**config.mk**
```make
export PLATFORM = sky130hd
export DESIGN_NAME = dcc_top
export DESIGN_NICKNAME = d
export VERILOG_FILES = /design/src/design/dcc_pkg.sv /design/src/design/dcc_half_if.sv /design/src/design/dcc_irq_sync.sv /design/src/design/dcc_output_path.sv /design/src/design/dcc_top.sv
export VERILOG_INCLUDE_DIRS = /design/src /design/src/design
export SDC_FILE = /design/constraint.sdc
export NUM_CORES = 1
export LEC_CHECK = 0
export BUFFER_PORTS_ARGS = -buffer_cell sky130_fd_sc_hd__buf_2
export CAP_MARGIN = 30
export CORE_UTILIZATION = 56
export CTS_BUF_LIST = sky130_fd_sc_hd__clkbuf_4 sky130_fd_sc_hd__clkbuf_8
export CTS_CLUSTER_SIZE = 12
export DETAILED_ROUTE_END_ITERATION = 8
export PLACE_DENSITY = 0.91
export SLEW_MARGIN = 5
export SYNTH_ARGS = -nofsm -noshare
export SYNTH_HDL_FRONTEND = slang
export SYNTH_HIERARCHICAL = 1
export SYNTH_SLANG_ARGS = --single-unit
```
**constraint.sdc**
```tcl
create_clock -name clk_sys -period 4.4 [get_ports clk_sys]
set_input_delay 0.88 -clock clk_sys [delete_from_list [all_inputs] [get_ports clk_sys]]
set_output_delay 0.88 -clock clk_sys [all_outputs]
set_load 0.03 [all_outputs]
```
**src/design/dcc_defines.svh**
```systemverilog
// Purpose: offsets, field positions and reset values of the comparator control
// Assumes: APB with 32-bit words
// Notes: control/status word layout follows the shared two-half format
`ifndef DCC_DEFINES_SVH
`define DCC_DEFINES_SVH

`define DCC_OFF_CS       12'h000
`define DCC_OFF_ISTAT    12'h004
`define DCC_OFF_IMASK    12'h008
`define DCC_OFF_EVEN     12'h00C
`define DCC_CS_RESET     32'h00000000
`define DCC_HALF_W       16
`define DCC_B_EN         0
`define DCC_B_SW         1
`define DCC_B_MODE       2
`define DCC_B_MSEL       4
`define DCC_B_WND        7
`define DCC_B_OSEL       8
`define DCC_B_POL        11
`define DCC_B_HST        12
`define DCC_B_OUT        14
`define DCC_B_LOCK       15
`define DCC_HALF_WMASK   16'h3FFF
`define DCC_HALF_RESET   16'h0000

`endif

```
**src/design/dcc_pkg.sv**
```systemverilog
// Purpose: types shared by the comparator control modules
// Assumes: nothing beyond the defines header
// Notes: speed code order runs fastest to slowest
package dcc_pkg;
	typedef enum logic [1:0] {
		DCC_SPEED_HIGH,
		DCC_SPEED_MEDIUM,
		DCC_SPEED_LOW,
		DCC_SPEED_ULTRA_LOW
	} dcc_speed_t;

	typedef struct packed {
		logic       brk0;
		logic [2:0] capture;
		logic [2:0] ref_clear;
	} dcc_route_t;
endpackage : dcc_pkg

```
**src/design/dcc_half_if.sv**
```systemverilog
// Purpose: carries one comparator half's settings and routed results
// Assumes: used between the top and its per-comparator path
// Notes: path side is purely combinational
interface dcc_half_if;
	logic                   raw_out;
	logic                   polarity;
	logic [2:0]             dest;
	logic                   final_out;
	dcc_pkg::dcc_route_t    route;

	modport ctrl (output raw_out, output polarity, output dest,
		input final_out, input route);
	modport path (input raw_out, input polarity, input dest,
		output final_out, output route);
endinterface : dcc_half_if

```
**src/design/dcc_irq_sync.sv**
```systemverilog
// Purpose: brings an asynchronous comparator level into the clock domain
// Assumes: level input may change at any time
// Notes: rise and fall pulses compare the second and third stages
module dcc_irq_sync (
	// clock and reset
	input  wire logic clk_sys,
	input  wire logic reset,
	// level in, edges out
	input  wire logic level_in,
	output logic      level_sync,
	output logic      rise,
	output logic      fall
);
	logic stage1;
	logic stage2;
	logic stage3;

	always_ff @(posedge clk_sys or posedge reset) begin
		if (reset) begin
			stage1 <= 1'b0;
			stage2 <= 1'b0;
			stage3 <= 1'b0;
		end else begin
			stage1 <= level_in;
			stage2 <= stage1;
			stage3 <= stage2;
		end
	end

	assign level_sync = stage2;
	assign rise       = stage2 & ~stage3;
	assign fall       = ~stage2 & stage3;
endmodule : dcc_irq_sync

```
**src/design/dcc_output_path.sv**
```systemverilog
// Purpose: polarity and destination routing of one comparator output
// Assumes: settings are static flops, comparator output is asynchronous
// Notes: no clock here so routing keeps working with the bus clock stopped
module dcc_output_path (
	// settings and results
	dcc_half_if.path hp
);
	wire        pol_out;
	wire [7:0]  onehot;

	assign pol_out      = hp.raw_out ^ hp.polarity;                    // [RL11] [RL8]
	assign hp.final_out = pol_out;                                     // [RL6]
	assign onehot       = 8'h01 << hp.dest;                            // [RL12]
	assign hp.route.brk0         = pol_out & onehot[1];                // [RL7]
	assign hp.route.capture[0]   = pol_out & onehot[2];
	assign hp.route.ref_clear[0] = pol_out & onehot[3];
	assign hp.route.capture[1]   = pol_out & onehot[4];
	assign hp.route.ref_clear[1] = pol_out & onehot[5];
	assign hp.route.capture[2]   = pol_out & onehot[6];
	assign hp.route.ref_clear[2] = pol_out & onehot[7];
endmodule : dcc_output_path

```
**src/design/dcc_top.sv**
```systemverilog
// Purpose: digital control of a pair of comparators behind an APB slave
// Assumes: comparator outputs asynchronous; all other inputs synchronous to clk_sys
// Notes: output polarity and routing are combinational from the comparator pins
//
// Function
// RL1: second lock makes bits 31:16 read-only
// RL2: first lock makes bits 15:0 read-only
// RL3: lock stays set until system reset
// RL4: window mode feeds first plus input to second
// RL5: mode 00 fastest, 11 slowest lowest power
// RL6: output goes to timer and pin together
// RL7: routes to capture, break and reference-clear inputs
// RL8: polarity and pin routing need no clock
// RL9: each output has its own interrupt line
// RL10: line gives interrupt or event, both wake
// RL11: polarity 0 passes, 1 inverts output
// RL12: destination 000 none, 001 first break input
// RL13: locked writes ignored silently, no error
`include "dcc_defines.svh"

module dcc_top (
	// clock and reset
	input  wire logic                 clk_sys,
	input  wire logic                 reset,
	// apb slave
	input  wire logic                 psel,
	input  wire logic                 penable,
	input  wire logic                 pwrite,
	input  wire logic [11:0]          paddr,
	input  wire logic [31:0]          pwdata,
	output logic      [31:0]          prdata,
	output logic                      pready,
	output logic                      pslverr,
	// analog front end
	input  wire logic [1:0]           comp_raw,
	output logic      [1:0]           comp_enable,
	output logic                      first_switch,
	output logic      [1:0]           hysteresis_0,
	output logic      [1:0]           hysteresis_1,
	output logic      [2:0]           minus_select_0,
	output logic      [2:0]           minus_select_1,
	output logic                      window_plus_from_first,
	output dcc_pkg::dcc_speed_t       speed_power_mode_0,
	output dcc_pkg::dcc_speed_t       speed_power_mode_1,
	// outputs to pins and timers
	output logic      [1:0]           comp_pin,
	output logic                      timer0_break,
	output logic      [2:0]           timer_capture,
	output logic      [2:0]           timer_output_reference_clear,
	// external interrupt lines and interrupt
	output logic      [1:0]           external_interrupt_line,
	output logic      [1:0]           wake_event,
	output logic                      irq
);
	logic [15:0] half_lo;
	logic [15:0] half_hi;
	logic [3:0]  int_status;
	logic [3:0]  int_mask;
	logic [3:0]  event_enable;

	wire         first_half_lock  = half_lo[`DCC_B_LOCK];
	wire         second_half_lock = half_hi[`DCC_B_LOCK];
	wire         window_mode_enable = half_hi[`DCC_B_WND];

	// apb decode
	wire         access      = psel & penable;
	wire         wr_en       = access & pwrite;
	wire         rd_en       = access & ~pwrite;
	wire         sel_cs      = (paddr == `DCC_OFF_CS);
	wire         sel_istat   = (paddr == `DCC_OFF_ISTAT);
	wire         sel_imask   = (paddr == `DCC_OFF_IMASK);
	wire         sel_even    = (paddr == `DCC_OFF_EVEN);
	wire         mapped      = sel_cs | sel_istat | sel_imask | sel_even;
	wire         wr_cs_lo    = wr_en & sel_cs & ~first_half_lock;      // [RL2] [RL13]
	wire         wr_cs_hi    = wr_en & sel_cs & ~second_half_lock;     // [RL1] [RL13]
	wire         clr_istat   = rd_en & sel_istat;

	function automatic logic [15:0] merge_half(input logic [15:0] cur,
		input logic [15:0] wdat);
		logic [15:0] wmask;
		wmask = `DCC_HALF_WMASK;
		// lock bit can only be set; output-state bit stays hardware owned
		merge_half = (wdat & wmask) | (cur & (16'h8000 | 16'h4000));   // [RL3]
		merge_half[`DCC_B_LOCK] = cur[`DCC_B_LOCK] | wdat[`DCC_B_LOCK];
	endfunction : merge_half

	// second half has no switch bit; window bit lives there
	wire [15:0]  next_half_lo = merge_half(half_lo, pwdata[15:0]) & 16'hFF7F;
	wire [15:0]  next_half_hi = merge_half(half_hi, pwdata[31:16]) & 16'hFFFD;

	// speed code maps straight onto the mode type, 0 fastest, 3 slowest
	function automatic dcc_pkg::dcc_speed_t speed_of(input logic [1:0] code);
		speed_of = dcc_pkg::dcc_speed_t'(code);                        // [RL5]
	endfunction : speed_of

	// fields of the first comparator's half
	wire         en_0     = half_lo[`DCC_B_EN];
	wire         switch_0 = half_lo[`DCC_B_SW];
	wire [1:0]   mode_0   = half_lo[`DCC_B_MODE +: 2];
	wire [2:0]   msel_0   = half_lo[`DCC_B_MSEL +: 3];
	wire [2:0]   dest_0   = half_lo[`DCC_B_OSEL +: 3];
	wire         pol_0    = half_lo[`DCC_B_POL];
	wire [1:0]   hyst_0   = half_lo[`DCC_B_HST +: 2];

	// fields of the second comparator's half
	wire         en_1     = half_hi[`DCC_B_EN];
	wire [1:0]   mode_1   = half_hi[`DCC_B_MODE +: 2];
	wire [2:0]   msel_1   = half_hi[`DCC_B_MSEL +: 3];
	wire [2:0]   dest_1   = half_hi[`DCC_B_OSEL +: 3];
	wire         pol_1    = half_hi[`DCC_B_POL];
	wire [1:0]   hyst_1   = half_hi[`DCC_B_HST +: 2];

	// per-comparator paths
	dcc_half_if  hp0 ();
	dcc_half_if  hp1 ();

	assign hp0.raw_out  = comp_raw[0];
	assign hp0.polarity = pol_0;                                       // [RL11]
	assign hp0.dest     = dest_0;                                      // [RL12]
	assign hp1.raw_out  = comp_raw[1];
	assign hp1.polarity = pol_1;                                       // [RL11]
	assign hp1.dest     = dest_1;                                      // [RL12]

	dcc_output_path u_path0 (
		.hp (hp0.path)
	);
	dcc_output_path u_path1 (
		.hp (hp1.path)
	);

	// pin and timer outputs work straight from the comparator, no clock
	assign comp_pin[0] = hp0.final_out;                                // [RL6] [RL8]
	assign comp_pin[1] = hp1.final_out;                                // [RL6] [RL8]
	// both comparators may pick one destination; their outputs are or-ed there
	assign timer0_break = hp0.route.brk0 | hp1.route.brk0;             // [RL7]
	assign timer_capture[0] = hp0.route.capture[0] | hp1.route.capture[0];
	assign timer_capture[1] = hp0.route.capture[1] | hp1.route.capture[1];
	assign timer_capture[2] = hp0.route.capture[2] | hp1.route.capture[2];
	assign timer_output_reference_clear[0] = hp0.route.ref_clear[0] | hp1.route.ref_clear[0];
	assign timer_output_reference_clear[1] = hp0.route.ref_clear[1] | hp1.route.ref_clear[1];
	assign timer_output_reference_clear[2] = hp0.route.ref_clear[2] | hp1.route.ref_clear[2];

	// analog settings
	assign comp_enable    = {en_1, en_0};
	assign first_switch   = switch_0;
	assign hysteresis_0   = hyst_0;
	assign hysteresis_1   = hyst_1;
	assign minus_select_0 = msel_0;
	assign minus_select_1 = msel_1;
	assign window_plus_from_first = window_mode_enable;                // [RL4]
	assign speed_power_mode_0 = speed_of(mode_0);                      // [RL5]
	assign speed_power_mode_1 = speed_of(mode_1);                      // [RL5]

	// output of each comparator, sampled into the clock domain for the edge flags
	logic [1:0] out_sync;
	logic [1:0] out_rise;
	logic [1:0] out_fall;

	dcc_irq_sync u_sync0 (
		.clk_sys    (clk_sys),
		.reset      (reset),
		.level_in   (hp0.final_out),
		.level_sync (out_sync[0]),
		.rise       (out_rise[0]),
		.fall       (out_fall[0])
	);
	dcc_irq_sync u_sync1 (
		.clk_sys    (clk_sys),
		.reset      (reset),
		.level_in   (hp1.final_out),
		.level_sync (out_sync[1]),
		.rise       (out_rise[1]),
		.fall       (out_fall[1])
	);

	// dedicated line carries the polarised output level, no clock needed for wake
	assign external_interrupt_line = comp_pin;                         // [RL9]
	// status bits: [1:0] rising edges, [3:2] falling edges
	wire [3:0]   hw_events  = {out_fall, out_rise};
	// a read clears only what it returned, so an edge in its setup cycle survives
	wire [3:0]   rd_clear   = clr_istat ? prdata[3:0] : 4'h0;
	wire [3:0]   next_istat = hw_events | (int_status & ~rd_clear);
	wire [3:0]   wake_src   = hw_events & event_enable;

	// first half: software fields unless locked, output state from the synchroniser
	always_ff @(posedge clk_sys or posedge reset) begin
		if (reset)
			half_lo <= `DCC_HALF_RESET;                                 // [RL3]
		else if (wr_cs_lo)
			half_lo <= next_half_lo;
		else
			half_lo[`DCC_B_OUT] <= out_sync[0];
	end

	// second half: same scheme under its own lock
	always_ff @(posedge clk_sys or posedge reset) begin
		if (reset)
			half_hi <= `DCC_HALF_RESET;                                 // [RL3]
		else if (wr_cs_hi)
			half_hi <= next_half_hi;
		else
			half_hi[`DCC_B_OUT] <= out_sync[1];
	end

	// sticky edge flags; a new edge wins over the clearing read
	always_ff @(posedge clk_sys or posedge reset) begin
		if (reset)
			int_status <= 4'h0;
		else
			int_status <= next_istat;                                  // [RL10]
	end

	always_ff @(posedge clk_sys or posedge reset) begin
		if (reset)
			int_mask <= 4'h0;
		else if (wr_en & sel_imask)
			int_mask <= pwdata[3:0];
	end

	always_ff @(posedge clk_sys or posedge reset) begin
		if (reset)
			event_enable <= 4'h0;
		else if (wr_en & sel_even)
			event_enable <= pwdata[3:0];
	end

	// interrupt and wake event both come from the same edges
	assign irq           = |(int_status & int_mask);                   // [RL10]
	// each comparator wakes on its own enabled rising or falling edge
	assign wake_event[0] = wake_src[0] | wake_src[2];                  // [RL10]
	assign wake_event[1] = wake_src[1] | wake_src[3];                  // [RL10]

	// read words; output state bits show the synchronised level
	wire [31:0]  cs_word    = {half_hi[15], out_sync[1], half_hi[13:0],
		half_lo[15], out_sync[0], half_lo[13:0]};
	wire [31:0]  istat_word = {28'h0000000, int_status};
	wire [31:0]  imask_word = {28'h0000000, int_mask};
	wire [31:0]  even_word  = {28'h0000000, event_enable};
	wire [31:0]  rd_mux     = sel_cs    ? cs_word :
		sel_istat ? istat_word :
		sel_imask ? imask_word :
		sel_even  ? even_word : 32'h00000000;

	always_ff @(posedge clk_sys or posedge reset) begin
		if (reset)
			prdata <= 32'h00000000;
		else if (psel & ~penable & ~pwrite)
			prdata <= rd_mux;
	end

	// zero wait state; unmapped answers error, locked writes do not
	assign pready  = 1'b1;
	assign pslverr = access & ~mapped;                                 // [RL13]
endmodule : dcc_top

```
# Word-level counts from Yosys, hierarchy flattened
# Index checks and enable logic that the tools add are counted.
[word_totals]
ff_bits = 80
out_inout_bits = 66
wordCells = 90
[classes]
bitwise_logic = 62
eq_ne = 3
n_mux = 7
n_reduce_logical = 2
n_shift = 2
[op_table]
columns = ["cell", "count"]
rows = [
  ["2-to-1 mux 32 bit", 1],
  ["bitwise AND 1 bit", 30],
  ["OR 14 x 15 -> 15 bit", 2],
  ["equality test 12 x 4 -> 1 bit (second input constant)", 2],
  ["2-to-1 mux 4 bit", 4],
  ["<< shifter 1 x 3 -> 8 bit (first input constant)", 2],
  ["OR 1 bit", 14],
  ["bitwise AND 4 bit", 3],
  ["equality test 12 x 3 -> 1 bit (second input constant)", 1],
  ["zero test 12 bit", 1],
  ["NOT 1 bit", 9],
  ["NOT 4 bit", 1],
  ["OR 4 bit", 1],
  ["OR reduction 4 bit", 1],
  ["2-to-1 mux 1 bit", 2],
  ["bitwise XOR 1 bit", 2],
]

# Longest topological paths before layout
[logic_depth]
depth_word = 7
mapped_depth = 6

# By module
# Netlist, hierarchy kept.
[by_module_without_submodules]
columns = ["module", "area_per_inst_um2", "cells_each", "n_inst"]
rows = [
  ["dcc_top", 3196.8, 237, 1],
  ["dcc_irq_sync", 93.8, 6, 2],
  ["dcc_output_path", 87.6, 10, 2],
]

# Worst setup path after synthesis
# OpenSTA, ideal clock, no wires.
[synth_timing]
kind = "input to output"
startpoint = "in comp_raw[1]"
endpoint = "out timer_output_reference_clear[0]"
cell_stages = 3
slack_ps = 1774
t_arrival_ps = 1746
path_buffers = 0
cell_sequence = "xnor2_2 > and4bb_2 > or2_2"
[synth_rtl]
columns = ["element", "line_no", "source"]
rows = [
  ["from (decl)", "dcc_top.sv:35", "input wire logic [1:0] comp_raw,"],
  ["to (decl)", "dcc_top.sv:49", "output logic [2:0] timer_output_reference_clear,"],
]

==> load_flow_metrics.sql <==
INSERT INTO impl_metrics (metric_group, metric, value, unit) VALUES
('status', 'outcome', 'completed', ''),
('setup_path', 'critPathMaxFanout', '8', ''),
('clocking', 'cts_hold_repair.buffers', '0', ''),
('cells_and_area', 'num_antenna_cells', '0', ''),
('pwr', 'power.switching_fraction', '22.1', '%'),
('clocking', 'clock_sink_count', '76', ''),
('floorplanning', 'std_cell_rows', '28', ''),
('route', 'highest-signal-layer', 'met4', ''),
('yosys', 'post_synth_arst_share', '100', '%'),
('yosys', 'synth_top_flop_cell', 'sky130_fd_sc_hd__dfrtp_1', ''),
('route', 'num_vias', '2452', ''),
('clocking', 'cts_repair_resized_insts', '0', ''),
('route', 'met3_wirelength', '430', 'um'),
('min_path', 'holdCritPathClass', 'flip-flop to flip-flop', ''),
('pwr', 'power_density', '327', 'nW/um2'),
('cells_and_area', 'final_net_count', '411', ''),
('place', 'dp_hpwl', '5180', 'um'),
('route', 'wire_per_inst', '16.7', 'um'),
('yosys', 'avgSynthCellArea', '13.2', 'um2'),
('sta', 'final_period_minus_worst_setup_slack', '2.92', 'ns'),
('floorplanning', 'floorplan.initialDensity', '59.1', '%'),
('cells_and_area', 'post_route_cells_drive_above_1_share', '51.0', '%'),
('pwr', 'share_comb_of_total_power', '5.6', '%'),
('yosys', 'yosysTopAreaCell', 'sky130_fd_sc_hd__dfrtp_1', ''),
('route', 'initialDrtViolationCount', '82', ''),
('sta', 'drv_slew', '0', ''),
('yosys', 'number_of_synthesized_register_bits', '76', ''),
('setup_path', 'worst_setup_path_start_kind', 'primary input', ''),
('setup_path', 'worstPathRequired', '3.52', 'ns'),
('pwr', 'leakagePower', '2.28', 'nW'),
('sta', 'rsz0062_at_grt', 'no', ''),
('setup_path', 'timing_worst_setup_path_type', 'primary input to output port', ''),
('pwr', 'switchingPower', '0.000304', 'W'),
('pwr', 'fin_total_pwr', '0.00138', 'W'),
('sta', 'setup_violations', '0', ''),
('yosys', 'fraction_of_the_yosys_area_taken_by_sequential_cells', '53.4', '%'),
('route', 'drt-total-wl', '7340', 'um'),
('pwr', 'internal_power', '0.00107', 'W'),
('cells_and_area', 'final_core_utilization', '69.8', '%'),
('clocking', 'tritoncts', 'built', ''),
('yosys', 'yosys_warnings', '6', ''),
('yosys', 'syn-instance-count', '269', ''),
('sta', 'timing_worst_slew_pin_value', '1.04', 'ns'),
('setup_path', 'worstReg2RegStart', 'half_lo[15]', ''),
('global_routing', 'global_route.usage.total', '23.4', '%'),
('sta', 'finalCritPeriodShare', '66.3', '%'),
('global_routing', 'number_of_global_route_vias_before_repair', '2428', ''),
('route', 'antenna_violating_nets_post_route', '0', ''),
('clocking', 'cts_buffer_depth', '2', ''),
('place', 'io_buffer_count', '109', ''),
('yosys', 'syn-cell-area', '3560', 'um2'),
('global_routing', 'grt_max_degree', '41', ''),
('yosys', 'synth.lib_cells_used.distinct', '37', ''),
('route', 'routedLengthMet1', '3080', 'um'),
('route', 'viasPerCell', '5.57', ''),
('pwr', 'power.share.sequential', '51.1', '%'),
('yosys', 'synth.area.top_cells', 'sky130_fd_sc_hd__dfrtp_1, sky130_fd_sc_hd__mux2_4, sky130_fd_sc_hd__a22o_1', ''),
('global_routing', 'globalRouteOverflowTotal', '0', ''),
('setup_path', 'cp-startpoint', 'comp_raw[1]', ''),
('clocking', 'cts_root_buf', 'sky130_fd_sc_hd__clkbuf_8', ''),
('pwr', 'max-vdd-ir-drop', '215', 'uV'),
('place', 'last_weighted_congestion_value_of_the_routability_driven_placer', '0.842', ''),
('yosys', 'synth-edff-count', '0', ''),
('setup_path', 'cp.arrival', '2.04', 'ns'),
('sta', 'max_slew_margin_vs_limit', '30.9', '%'),
('route', 'drc_errors', '0', ''),
('clocking', 'postCtsSetupRepairBufs', '0', ''),
('sta', 'final-hold-violation-count', '0', ''),
('yosys', 'yosys.cell_count.top_type', 'sky130_fd_sc_hd__dfrtp_1', ''),
('floorplanning', 'standard_cell_core_area', '6030', 'um2'),
('place', 'placed_area', '3980', 'um2');
==> per-stage QoR <==
step,setup slack (ns),instances,hold WS [ns]
global placement,1.49,424,0.332
global route,1.39,440,0.368
floorplan,1.75,270,0.331
finish,1.48,440,0.358
detailed placement,1.47,424,0.341
CTS,1.47,440,0.358
==> cell families after synthesis <==
logic type	synth area share (%)
XOR/XNOR	0.914
flip-flops	53.4
AND/OR/NAND/NOR	11.9
other	0.211
multiplexers	14.0
buffers and inverters	8.40
AO/OA/AOI/OAI	11.1
==> cell type report <==
cell class | instances | area (um2)
sequential | 76 | 1900
fill | 438 | 1820
multi-input combinational | 148 | 1360
timing repair buffer | 112 | 568
clock buffer | 11 | 145
tap | 75 | 93.8
clock inverter | 5 | 83.8
inverter | 13 | 48.8
==> worst paths after layout <==
check,to,slack [ns],cells after the start
worst max-delay path,timer_output_reference_clear[0],1.48,5
worst min-delay path,u_sync1/level_sync,0.36,0
worst max register to register,half_lo[12],2.66,2
worst min register to register,u_sync1/level_sync,0.36,0
max in group asynchronous,int_status[2],2.79,3
min in group asynchronous,u_sync1/stage1,0.43,2
==> state kept, by name (all words and copies together), names as in the netlist, 4 cells and up <==
register and flops:
int_status 4, half_lo 14, event_enable 4, prdata 30, int_mask 4, half_hi 14
==> power groups by stage <==
stage                     sequential (W)  combinational [W]  clock [W]
after global placement          0.000717          0.0000758          0
final                           0.000703          0.0000774   0.000596
after CTS                       0.000703          0.0000785   0.000612
after detailed placement        0.000717          0.0000781          0
after global routing            0.000703          0.0000857   0.000638
after floorplan                 0.000716          0.0000469          0
==> layer usage <==
layer | global-route usage, % | vias up
li1 | - | 1132
met1 | 27.9 | 1212
met2 | 40.3 | 99
met3 | 5.22 | 9
met4 | 10.0 | 0
met5 | 0 | -
==> critical path: stages <==
cell and delay, ns:
sky130_fd_sc_hd__buf_2 0.11, sky130_fd_sc_hd__xnor2_2 0.30, sky130_fd_sc_hd__and4bb_2 0.29, sky130_fd_sc_hd__or2_2 0.28, sky130_fd_sc_hd__buf_2 0.18
==> placed cells by master, fill, tap and decap left out, drive strengths merged <==
| cell type | count |
|---|---|
| buf | 112 |
| dfrtp | 76 |
| mux2 | 34 |
| a22o | 28 |
| inv | 14 |
| clkbuf | 11 |
| nor2 | 9 |
| nand2 | 7 |
| or2 | 7 |
| nor4b | 6 |
| a31oi | 5 |
| mux2i | 4 |
| o2bb2ai | 4 |
| nor3b | 4 |
| a2bb2oi | 4 |
| a21oi | 4 |
| and4bb | 4 |
| nor3 | 4 |
| conb | 3 |
| nor4 | 3 |
| nand4 | 3 |
| and3 | 2 |
| a22oi | 2 |
| a21o | 2 |
| bufinv | 2 |
| clkinvlp | 2 |
| xnor2 | 2 |
| nor2b | 2 |
| and2b | 2 |
| and4b | 1 |
| nand2b | 1 |
| nand4bb | 1 |
Power figures use the tool's default switching activity.
